File: src/include/pld_pkg.sv
// Package with register map, field layout, reset values and timing of the link-drop and test config block.
package pld_pkg;
    // Register indices; the byte address is four times the index.
    localparam logic [7:0] IDX_TEST_CHANNEL_CONTROL = 8'h25;
    localparam logic [7:0] IDX_CROSSOVER_TIMER_CONFIG = 8'h2C;
    localparam logic [7:0] IDX_LINK_DROP_CONFIG = 8'h2D;
    localparam logic [7:0] IDX_LINK_DROP_THRESHOLD = 8'h2E;
    localparam logic [7:0] IDX_IRQ_STATUS = 8'h40;
    localparam logic [7:0] IDX_IRQ_MASK = 8'h41;
    localparam logic [7:0] IDX_MODE_CONTROL = 8'h42;

    localparam int TCC_ALL_BIT = 7;
    localparam int TCC_SEL_LSB = 5;
    localparam int LDC_FORCE_BIT = 15;
    localparam int LDC_EN_BIT = 14;
    localparam int LDC_FLAG_LSB = 8;
    localparam int NUM_SRC = 5;
    localparam int MODE_AUTOX_BIT = 0;

    localparam logic [7:0] TCC_HIGH_RESET = 8'h04;
    localparam logic [11:0] XT_HIGH_RESET = 12'h141;
    localparam logic [3:0] XT_TIMER_RESET = 4'hF;
    localparam logic [2:0] THR_HIGH_RESET = 3'h2;
    localparam logic [2:0] THR_MID_RESET = 3'h2;
    localparam logic [2:0] THR_ENERGY_RESET = 3'h1;
    localparam logic [2:0] THR_ENERGY_STRAP = 3'h2;

    localparam int CLK_HZ = 40000000;
    localparam int XT_STEP_MS = 32;
    localparam int XT_STEP_CYCLES = (CLK_HZ / 1000) * XT_STEP_MS;

    typedef enum logic [1:0] {
        PLD_CH_A = 2'b00,
        PLD_CH_B = 2'b01,
        PLD_CH_C = 2'b10,
        PLD_CH_D = 2'b11
    } pld_channel_e;
endpackage

File: src/rtl/pld_regs.sv
// Register bank for test channel routing, crossover timer and quick link loss detection.
//
// Added by the designer: the Wishbone register port.
`timescale 1ns/10ps
`default_nettype none
// Notes on behaviour
// - All-channels bit set drives the selected test mode on all four channels.
// - Otherwise the two-bit select picks one channel, 00 A through 11 D.
// - Crossover timer has effect only while robust auto-crossover is enabled.
// - Timer period is 32 ms times code plus one; resets to 0xF.
// - Force-drop bit makes the partner drop link when no signal is received.
// - Quick link loss detection acts only while its enable bit is one.
// - An enabled source causing a drop latches its own status flag high.
// - Five per-source enables, reset to zero, bit 4 sync loss to 0 energy.
// - Energy-lost asserts when the energy accumulator drops below the threshold, reset 0x1.
// - With the strap enabling quick link loss, the threshold defaults to 0x2.
module pld_regs
    import pld_pkg::*;
#(
    parameter int ACC_W = 8,
    parameter int STEP_CYCLES = pld_pkg::XT_STEP_CYCLES
)(
    // Clock and reset
    input wire logic clk_i,
    input wire logic rst_i,
    // Wishbone slave
    input wire logic wb_cyc_i,
    input wire logic wb_stb_i,
    input wire logic wb_we_i,
    input wire logic [9:0] wb_adr_i,
    input wire logic [31:0] wb_dat_i,
    input wire logic [3:0] wb_sel_i,
    output logic [31:0] wb_dat_o,
    output logic wb_ack_o,
    // Strap and line status
    input wire logic strap_quick_link_loss_i,
    input wire logic link_up_i,
    input wire logic signal_detect_i,
    input wire logic sync_loss_i,
    input wire logic rx_error_i,
    input wire logic mlt3_error_i,
    input wire logic snr_low_i,
    input wire logic [ACC_W-1:0] energy_acc_i,
    // Controls toward the PHY core
    input wire logic test_mode_active_i,
    output logic [3:0] test_channel_en_o,
    output logic crossover_timer_expired_o,
    output logic force_partner_drop_o,
    output logic quick_link_drop_o,
    output logic [2:0] energy_loss_threshold_o,
    output logic irq_o
);
    import pld_pkg::*;

    logic [15:0] tcc, next_tcc;
    logic [15:0] xtc, next_xtc;
    logic force_drop, next_force_drop;
    logic ql_en, next_ql_en;
    logic [NUM_SRC-1:0] src_en, next_src_en;
    logic [NUM_SRC-1:0] flags, next_flags;
    logic [2:0] thr_high, next_thr_high;
    logic [2:0] thr_mid, next_thr_mid;
    logic [2:0] thr, next_thr;
    logic [1:0] irq_sts, next_irq_sts;
    logic [1:0] irq_mask, next_irq_mask;
    logic autox_en, next_autox_en;
    logic strap_done, next_strap_done;
    logic ack, next_ack;
    logic [31:0] rdata, next_rdata;
    logic [31:0] timer_cnt, next_timer_cnt;
    logic [3:0] step_cnt, next_step_cnt;
    logic expired, next_expired;
    logic drop, next_drop;

    logic req;
    logic wr;
    logic rd;
    logic [7:0] idx;
    logic [15:0] wdat;
    logic [NUM_SRC-1:0] cond;
    logic [NUM_SRC-1:0] cause;
    logic energy_lost;
    logic [1:0] irq_evt;

    assign req = wb_cyc_i && wb_stb_i && !ack;
    assign idx = wb_adr_i[9:2];
    assign wr = req && wb_we_i;
    assign rd = req && !wb_we_i;
    // Lower two byte lanes carry the 16-bit registers; unselected lanes keep their old value.
    function automatic logic [15:0] merge(input logic [15:0] old);
        merge = old;
        if (wb_sel_i[0])
        begin
            merge[7:0] = wb_dat_i[7:0];
        end
        if (wb_sel_i[1])
        begin
            merge[15:8] = wb_dat_i[15:8];
        end
    endfunction
    assign wdat = wb_dat_i[15:0];

    assign energy_lost = !signal_detect_i || (energy_acc_i < ACC_W'(thr));
    assign cond = {sync_loss_i, rx_error_i, mlt3_error_i, snr_low_i, energy_lost};
    assign cause = (ql_en && link_up_i) ? (cond & src_en) : '0;
    assign irq_evt = {|cause, expired && !crossover_timer_expired_o};

    // Register file and latched flags.
    always_comb
    begin
        logic [15:0] m;
        m = '0;
        next_tcc = tcc;
        next_xtc = xtc;
        next_force_drop = force_drop;
        next_ql_en = ql_en;
        next_src_en = src_en;
        next_thr_high = thr_high;
        next_thr_mid = thr_mid;
        next_thr = thr;
        next_irq_mask = irq_mask;
        next_autox_en = autox_en;
        next_strap_done = 1'b1;
        next_ack = req;
        next_rdata = rdata;
        next_flags = flags;
        next_irq_sts = irq_sts;
        // Strap is sampled once, in the first cycle after reset release.
        if (!strap_done && strap_quick_link_loss_i)
        begin
            next_thr = THR_ENERGY_STRAP;
            next_ql_en = 1'b1;
        end
        if (rd)
        begin
            unique case (idx)
                IDX_TEST_CHANNEL_CONTROL: next_rdata = {16'h0000, tcc};
                IDX_CROSSOVER_TIMER_CONFIG: next_rdata = {16'h0000, xtc};
                IDX_LINK_DROP_CONFIG:
                begin
                    next_rdata = {16'h0000, force_drop, ql_en, 1'b0, flags, 3'b000, src_en};
                    next_flags = '0;
                end
                IDX_LINK_DROP_THRESHOLD: next_rdata = {21'h0, thr_high, 1'b0, thr_mid, 1'b0, thr};
                IDX_IRQ_STATUS: next_rdata = {30'h0, irq_sts};
                IDX_IRQ_MASK: next_rdata = {30'h0, irq_mask};
                IDX_MODE_CONTROL: next_rdata = {31'h0, autox_en};
                default: next_rdata = '0;
            endcase
        end
        if (wr)
        begin
            unique case (idx)
                IDX_TEST_CHANNEL_CONTROL:
                begin
                    m = merge(tcc);
                    next_tcc = {m[15:5], 5'h00};
                end
                IDX_CROSSOVER_TIMER_CONFIG: next_xtc = merge(xtc);
                IDX_LINK_DROP_CONFIG:
                begin
                    m = merge({force_drop, ql_en, 1'b0, flags, 3'b000, src_en});
                    next_force_drop = m[LDC_FORCE_BIT];
                    next_ql_en = m[LDC_EN_BIT];
                    next_src_en = m[NUM_SRC-1:0];
                end
                IDX_LINK_DROP_THRESHOLD:
                begin
                    m = merge({5'h00, thr_high, 1'b0, thr_mid, 1'b0, thr});
                    next_thr_high = m[10:8];
                    next_thr_mid = m[6:4];
                    next_thr = m[2:0];
                end
                IDX_IRQ_STATUS: next_irq_sts = irq_sts & ~(wdat[1:0] & {2{wb_sel_i[0]}});
                IDX_IRQ_MASK:
                begin
                    if (wb_sel_i[0])
                    begin
                        next_irq_mask = wdat[1:0];
                    end
                end
                IDX_MODE_CONTROL:
                begin
                    if (wb_sel_i[0])
                    begin
                        next_autox_en = wdat[MODE_AUTOX_BIT];
                    end
                end
                default: next_ack = req;
            endcase
        end
        // Set wins over a read clear or a write-one clear in the same cycle.
        next_flags = next_flags | cause | (flags & cond & {NUM_SRC{rd && idx == IDX_LINK_DROP_CONFIG}});
        next_irq_sts = next_irq_sts | irq_evt;
    end

    always_ff @(posedge clk_i)
    begin
        if (rst_i)
        begin
            tcc <= {TCC_HIGH_RESET, 8'h00};
            xtc <= {XT_HIGH_RESET, XT_TIMER_RESET};
            force_drop <= 1'b0;
            ql_en <= 1'b0;
            src_en <= '0;
            flags <= '0;
            thr_high <= THR_HIGH_RESET;
            thr_mid <= THR_MID_RESET;
            thr <= THR_ENERGY_RESET;
            irq_sts <= '0;
            irq_mask <= '0;
            autox_en <= 1'b0;
            strap_done <= 1'b0;
            ack <= 1'b0;
            rdata <= '0;
        end
        else
        begin
            tcc <= next_tcc;
            xtc <= next_xtc;
            force_drop <= next_force_drop;
            ql_en <= next_ql_en;
            src_en <= next_src_en;
            flags <= next_flags;
            thr_high <= next_thr_high;
            thr_mid <= next_thr_mid;
            thr <= next_thr;
            irq_sts <= next_irq_sts;
            irq_mask <= next_irq_mask;
            autox_en <= next_autox_en;
            strap_done <= next_strap_done;
            ack <= next_ack;
            rdata <= next_rdata;
        end
    end

    // Crossover retry timer: counts 32 ms steps, held idle while robust mode is off.
    always_comb
    begin
        next_timer_cnt = timer_cnt;
        next_step_cnt = step_cnt;
        next_expired = 1'b0;
        if (!autox_en)
        begin
            next_timer_cnt = '0;
            next_step_cnt = '0;
        end
        else if (timer_cnt == 32'(STEP_CYCLES - 1))
        begin
            next_timer_cnt = '0;
            if (step_cnt == xtc[3:0])
            begin
                next_step_cnt = '0;
                next_expired = 1'b1;
            end
            else
            begin
                next_step_cnt = step_cnt + 4'h1;
            end
        end
        else
        begin
            next_timer_cnt = timer_cnt + 32'h1;
        end
        next_drop = |cause;
    end

    always_ff @(posedge clk_i)
    begin
        if (rst_i)
        begin
            timer_cnt <= '0;
            step_cnt <= '0;
            expired <= 1'b0;
            drop <= 1'b0;
            crossover_timer_expired_o <= 1'b0;
        end
        else
        begin
            timer_cnt <= next_timer_cnt;
            step_cnt <= next_step_cnt;
            expired <= next_expired;
            drop <= next_drop;
            crossover_timer_expired_o <= expired;
        end
    end

    // Test pattern routing: a one-hot lane enable, or all lanes.
    always_comb
    begin
        test_channel_en_o = '0;
        if (test_mode_active_i)
        begin
            if (tcc[TCC_ALL_BIT])
            begin
                test_channel_en_o = 4'hF;
            end
            else
            begin
                test_channel_en_o = 4'h1 << tcc[TCC_SEL_LSB +: 2];
            end
        end
    end

    assign force_partner_drop_o = force_drop && !signal_detect_i;
    assign quick_link_drop_o = drop;
    assign energy_loss_threshold_o = thr;
    // A mask bit of one hides its status bit from the interrupt line; the status bit still latches.
    assign irq_o = |(irq_sts & ~irq_mask);
    assign wb_ack_o = ack;
    assign wb_dat_o = rdata;

    AST_FLAG_LATCH: assert property (@(posedge clk_i) disable iff (rst_i)
        cause[0] |=> flags[0]) else $error("energy flag not latched");
    AST_FLAG_HOLD: assert property (@(posedge clk_i) disable iff (rst_i)
        (flags[4] && !(rd && idx == IDX_LINK_DROP_CONFIG)) |=> flags[4]) else $error("flag lost without read");
    AST_EN_GATE: assert property (@(posedge clk_i) disable iff (rst_i)
        !ql_en |=> !drop) else $error("drop while disabled");
    AST_SRC_GATE: assert property (@(posedge clk_i) disable iff (rst_i)
        (ql_en && link_up_i && cond[2] && !src_en[2]) |-> !cause[2]) else $error("disabled source acted");
    AST_ALL_CH: assert property (@(posedge clk_i) disable iff (rst_i)
        (test_mode_active_i && tcc[TCC_ALL_BIT]) |-> test_channel_en_o == 4'hF) else $error("not all lanes");
    AST_ONE_CH: assert property (@(posedge clk_i) disable iff (rst_i)
        (test_mode_active_i && !tcc[TCC_ALL_BIT]) |-> $onehot(test_channel_en_o)) else $error("lane not one-hot");
    AST_TIMER_OFF: assert property (@(posedge clk_i) disable iff (rst_i)
        !autox_en [*2] |-> !expired) else $error("timer ran while off");
    AST_FORCE: assert property (@(posedge clk_i) disable iff (rst_i)
        (force_drop && !signal_detect_i) |-> force_partner_drop_o) else $error("force drop missing");
    AST_STRAP: assert property (@(posedge clk_i) disable iff (rst_i)
        (!strap_done && strap_quick_link_loss_i && !wr) |=> thr == THR_ENERGY_STRAP) else $error("strap threshold");
endmodule
`default_nettype wire

File: config.mk
export PLATFORM = sky130hd
export DESIGN_NAME = pld_regs
export DESIGN_NICKNAME = d
export VERILOG_FILES = /design/src/include/pld_pkg.sv /design/src/rtl/pld_regs.sv
export SDC_FILE = /design/constraint.sdc
export NUM_CORES = 1
export LEC_CHECK = 0
export ABC_CLOCK_PERIOD_IN_PS = 1900
export BUFFER_PORTS_ARGS = -buffer_cell sky130_fd_sc_hd__buf_2
export CAP_MARGIN = 20
export CORE_AREA = 10 10 113 115
export DETAILED_ROUTE_END_ITERATION = 10
export DIE_AREA = 0 0 123 125
export PLACE_DENSITY = 0.72
export SLEW_MARGIN = 20
export SYNTH_ARGS = -nofsm -noshare
export SYNTH_HDL_FRONTEND = slang
export SYNTH_SLANG_ARGS = --single-unit
File: constraint.sdc
create_clock -name clk_i -period 1.9 [get_ports clk_i]
set_input_delay 0.38 -clock clk_i [delete_from_list [all_inputs] [get_ports clk_i]]
set_output_delay 0.38 -clock clk_i [all_outputs]
set_load 0.005 [all_outputs]
==> results of run 1 <==
-- registers in the layout (all words and copies together), names as in the netlist --
name                       flops
autox_en                       1
crossover_timer_expired_o      1
energy_loss_threshold_o        3
expired                        1
flags                          5
force_drop                     1
irq_mask                       2
irq_sts                        2
ql_en                          1
quick_link_drop_o              1
src_en                         5
step_cnt                       4
strap_done                     1
tcc                           11
thr_high                       3
thr_mid                        3
timer_cnt                     32
wb_ack_o                       1
wb_dat_o                      16
xtc                           16
-- critical path, stage by stage, from the launching register on --
cell,delay [ns]
dfxtp_2,0.35
nor4b_2,0.28
nand4_1,0.14
or3_4,0.41
or4b_4,0.49
a21oi_2,0.14
-- area by class of cell --
type                            count  area [sq um]  area share [%]
Inverter                           11          41.3           0.666
Multi-Input combinational cell    427          2660            42.9
Tap cell                          140           175            2.83
Clock buffer                       12           155            2.50
Antenna cell                        1          2.50          0.0404
Timing Repair Buffer              143           926            14.9
Clock inverter                      4          30.0           0.485
Sequential cell                   110          2210            35.6
-- metal layers --
layer | up-vias | track usage [%] | share of wire (%)
met5 | - | 0 | 0
met4 | 0 | 6.79 | 1.6
met3 | 21 | 4.86 | 9.4
met2 | 170 | 27.6 | 46
met1 | 2190 | 22.1 | 43
li1 | 2257 | - | -
-- worst max-delay path by stage --
stage	slack, ns	to
after detailed placement	-0.14	thr_high[2]
after CTS	0.008	step_cnt[3]
final	0.02	step_cnt[2]
after global routing	-0.04	step_cnt[2]
after global placement	-0.09	wb_dat_o[15]
after floorplan	0.03	step_cnt[3]
-- where the power goes --
group	leakage (nW)	switching [W]	total [W]	internal, W
registers	0.889	0.00000689	0.00232	0.00231
logic	1.48	0.000127	0.000213	0.0000863
clock network	0.0930	0.000795	0.00135	0.000555
-- cells in the final DEF (no fill, tap or decap), types with 19 or more instances in the layout --
cell type and n:
nand3_1 33, nor2_1 71, mux2i_1 30, nand2_1 54
xor2_1 23, dfxtp_1 106, a21oi_1 29, nand4_1 19
buf_4 66, o21ai_0 22, buf_2 74
-- kinds of logic (layout without fill, tap and decap cells) --
group,after synthesis,count (layout),synth area share (%)
AOI/OAI and AO/OA,100,100,13.0
xor gates and xnor gates,30,30,5.21
adders and majority gates,4,4,0.992
buffers and inverters,56,170,5.95
DFF,110,110,43.6
muxes,30,30,5.95
other,1,17,0.0743
and+or+nand+nor,247,247,25.1
-- timing repair --
action | CTS | global route
endpoints found under the setup margin | 1 | 35
pin swaps | 0 | 7
gates resized for setup | 3 | 13
-- through the flow --
| step | TNS (ns) | cell area (sq um) | setup WS (ns) | hold slack [ns] | power [W] |
|---|---|---|---|---|---|
| after floorplan | 0 | 5100 | 0.0297 | 0.426 | 0.00248 |
| final | 0 | 6200 | 0.0209 | 0.235 | 0.00388 |
| after CTS | 0 | 6140 | 0.00808 | 0.228 | 0.00389 |
| after global placement | -1.90 | 5940 | -0.0945 | 0.435 | 0.00257 |
| after detailed placement | -3.06 | 5940 | -0.136 | 0.450 | 0.00258 |
| after global routing | -0.286 | 6190 | -0.0385 | 0.237 | 0.00400 |
==> impl_results.md, run 1 <==
* Post-CTS setup buffer count at 0
* Syn avg cell area at 8.73 sq um
* Initial Util at 47.6%
* # Max-Cap Violations at 0
* Final core utilization at 58.4%
* Post-synth top flop: dfxtp_1
* Root Buffer: clkbuf_8
* Synthesized area at 5050 sq um
* Reg2reg path depth at 5
* Fmax at 0.532 GHz
* Flop-to-flop setup slack at 0.02 ns
* Total grt overflow at 0
* Number of global-route vias before repair at 4532
* Number of synthesized register bits at 110
* EDFF count, synth at 0
* CP Data Arrival Time at 2.20 ns
* Num CTS Buffers at 9
* Htree depth at 3
* Cell with the most instances after synthesis: dfxtp_1
* Hold Startpoint: wb_dat_i[3]
* Remaining antenna violation count at 0
* Pwr dens at 626 nW/um^2
* Global-route wire length before repair at 22100 um
* Hold WC Path Type: primary input to flip-flop
* Core area at 10600 sq um
* Sequential area share after synthesis at 43.6%
* Max Transition Viols Final at 0
* Synth Instances at 578
* DRT iter0 DRCs at 313
* Half-perimeter wire length after placement at 10800 um
* DRC Markers at 0
* IO Pins at 111
* CTS tree: done
* Routed vias at 4638
* Non-filler cells, final at 848
* Required @ worst endpoint at 2.22 ns
* Most common library cells after synthesis: dfxtp_1 (110), nor2_1 (72), nand2_1 (54)
* Layout cell share with drive strength beyond 1 at 26.4%
* Post-CTS Hold Fix Bufs at 0
* Placer Congestion at 0.921
* Initial antenna violation count at 1
* Hold Vio Cnt, Final at 0
* Vias per cell at 5.47
* Routed wire per std cell at 16.5 um
* DIE AREA at 15400 sq um
* RSZ-0062 raised after global routing: true
* # rows at 38
* Maximum vdd ir drop at 0.000310 V
* Hold path depth at 3
* Inst Count DP at 831
* WL final at 14000 um
* # fillers at 947
* Yosys Warn Count at 0
* Crit path max fanout at 5
* CP startpoint: timer_cnt[29]
* Top cell type's share of synthesized area at 43.6%
* Worst skew pair latency at 0.38 ns
* Clk sinks at 110
* Drt first pass iters at 5
* Worst r2r src: timer_cnt[29]
* GR Util All Layers at 17.5%
* Relative slew slack at 63.1%
* Clock Tree Buf Depth at 2
* Die X at 123 um
* Largest net degree at the start of global routing at 32
* CP endpoint kind: flip-flop
* Yosys top cell by area: dfxtp_1
* Final Skew at 0.0105 ns
* Die height at 125 um
* Count of final setup violators at 0
* Clock slew at reported path FFs at 0.10 ns
* Final nets at 773
* Reg-to-reg endpoint: step_cnt[2]
* Post-layout minimum cycle time at 1.88 ns
* Post-synth ARST share at 0%
* LEAKAGE at 2.46 nW
* Startpoint types: flip-flop
* Worst-Margin Slew at 0.553 ns
* Outcome: finished clean
* Worst Hold End: xtc[3]
* WS Path Type: flip-flop to flip-flop
* Synth area leaders: dfxtp_1 (44%), mux2i_1 (6.0%), nor2_1 (5.4%)
* Netlist cell types at 61
* Fin crit share at 98.9%
* Area delta synth->final at 22.8%
* Port bufs at 74
No activity file was read; power rests on OpenSTA's default activity.
==> inputs of run 2 (changes only) <==
CORE_AREA = 10 10 112 114   (was 10 10 113 115)
CTS_BUF_LIST = sky130_fd_sc_hd__clkbuf_8   (was default)
DIE_AREA = 0 0 122 124   (was 0 0 123 125)
PLACE_DENSITY = 0.73   (was 0.72)
==> run 2 against run 1 <==
First-iteration DRC count up 46%. Maximum frequency is essentially flat. Utilization rose by 2.5 points. Combinational power increased by 2%. Final cell count is 0.94% lower. Cell area is 0.69% higher. Hold slack improved by 0.0012 ns. Sequential cell count did not move. Sequential share of layout area fell by 0.26 points. Largest power group unchanged. Highest routed layer unchanged.
==> impl_results.md, run 2 (same netlist as run 1, synthesis figures left out) <==
* GR Util All Layers at 17.8%
* Clk sinks at 110
* CP max-delay cell: or3_4
* WS Path Type: flip-flop to flip-flop
* Final setup TNS at 0 ns
* LEAKAGE at 2.48 nW
* Die height at 124 um
* CP Data Arrival Time at 2.20 ns
* Global-route wire length before repair at 21900 um
* Maximum vdd ir drop at 0.000420 V
* Drt first pass iters at 5
* Hold Vio Cnt, Final at 0
* Crit path max fanout at 4
* Max Transition Viols Final at 0
* Highest-count cells in the layout ignoring fill and taps: dfxtp_1 (107), buf_2 (74), nor2_1 (71)
* Placer Congestion at 0.984
* Core area at 10200 sq um
* Count of final setup violators at 0
* Final core utilization at 61.0%
* Vias per cell at 5.50
* Inst Count DP at 823
* Most common cell after layout, fill and taps aside: dfxtp_1
* Antenna diode count at 0
* Worst Hold End: xtc[12]
* CTS tree: done
* Total grt overflow at 0
* Startpoint types: flip-flop
* Worst skew pair latency at 0.38 ns
* Reg-to-reg endpoint: step_cnt[0]
* Remaining antenna violation count at 0
* Routed wire per std cell at 16.5 um
* Worst-Margin Slew at 0.505 ns
* Non-filler cells, final at 840
* WL final at 13800 um
* Required @ worst endpoint at 2.22 ns
* Critical path, cell by cell: nor4b_2 -> nand4_1 -> or3_4 -> buf_4 -> or3_4 -> a21oi_2
* Fin crit share at 98.9%
* Worst r2r src: timer_cnt[19]
* IO Pins at 111
* Hold path depth at 3
* Post-layout minimum cycle time at 1.88 ns
* Fmax at 0.532 GHz
* CP startpoint: timer_cnt[19]
* Largest net degree at the start of global routing at 31
* Crit-path most repeated cell: or3_4
* Post-CTS Hold Fix Bufs at 0
* Final Skew at 0.0123 ns
* WP buf/inv at 1
* CP endpoint kind: flip-flop
* DIE AREA at 15100 sq um
* DRT iter0 DRCs at 457
* DRC Markers at 0
* Reg2reg path depth at 6
* Largest register by flop count: timer_cnt
* Root Buffer: clkbuf_8
* Routed vias at 4617
* Outcome: finished clean
* Slowest stage delay, CP at 0.39 ns
* Area delta synth->final at 23.7%
* Port bufs at 74
* # rows at 37
* Pwr dens at 671 nW/um^2
* Final nets at 771
* Hold Startpoint: wb_dat_i[12]
* Num CTS Buffers at 9
* Number of global-route vias before repair at 4471
* RSZ-0062 raised after global routing: true
* Tot Pwr at 0.00418 W
* Number of flip-flops in the largest register at 32
* Place WS at -0.114 ns
* Clock Tree Buf Depth at 2
* # Max-Cap Violations at 0
* Htree depth at 3
* Initial antenna violation count at 0
* CP delay by family, top: simple AND/OR/NAND/NOR gates
* Initial Util at 49.3%
* Flop-to-flop setup slack at 0.02 ns
* Clock slew at reported path FFs at 0.10 ns
* Layout cell share with drive strength beyond 1 at 26.0%
* Half-perimeter wire length after placement at 10500 um
* Worst setup margin at 0.0202 ns
* Die X at 122 um
* Hold WC Path Type: primary input to flip-flop
* Relative slew slack at 66.3%
-- run 2: changes by cell type in the layout (fill, tap and decap cells not counted), sizes merged --
cell / delta
buf: -2
bufinv: +3
diode: -1
clkbuf: -2
clkinvlp: -1
clkinv: -1
-- run 2: worst min-delay path, delay by kind of cell --
kind | cells | cell delay (ns)
simple gates | 1 | 0.06
buf+inv | 1 | 0.09
mux | 1 | 0.06
-- run 2: power breakdown --
part | internal (W) | switching, W
Combinational | 0.0000894 | 0.000128
Clock | 0.000898 | 0.000754
Sequential | 0.00231 | 0.00000579
Total | 0.00330 | 0.000888
-- run 2: area by class of cell --
class / count / area (sq um)
timing repair buffer: 141 / 936
clock inverter: 5 / 98.8
multi-input combinational: 427 / 2650
clock buffer: 10 / 138
fill: 897 / 3990
inverter: 11 / 41.3
sequential: 110 / 2210
tap: 136 / 170
-- run 2: stage by stage --
stage | instance area (sq um) | hold WS (ns)
5_1_grt | 6240 | 0.246
4_1_cts | 6200 | 0.232
2_1_floorplan | 5100 | 0.426
3_3_place_gp | 5930 | 0.437
6_report | 6240 | 0.236
3_5_place_dp | 5930 | 0.447
-- run 2: how the worst max path moves through the flow --
stage | endpoint | cells past startpoint
after floorplan | step_cnt[3] | 6
after global placement | tcc[10] | 8
after detailed placement | tcc[10] | 8
after CTS | step_cnt[0] | 7
after global routing | step_cnt[0] | 6
final | step_cnt[0] | 6
-- run 2: layer usage --
metal | track usage (%) | wire [um]
met1 | 22.5 | 6120
met2 | 29.0 | 6380
met3 | 3.98 | 1070
met4 | 6.93 | 272
met5 | 0 | 0
-- run 2: timing repair --
item	4_1_cts	5_1_grt
pin swaps	4	7
buffers inserted	2	0
resized for setup	5	9
endpoints found under the setup margin	2	15
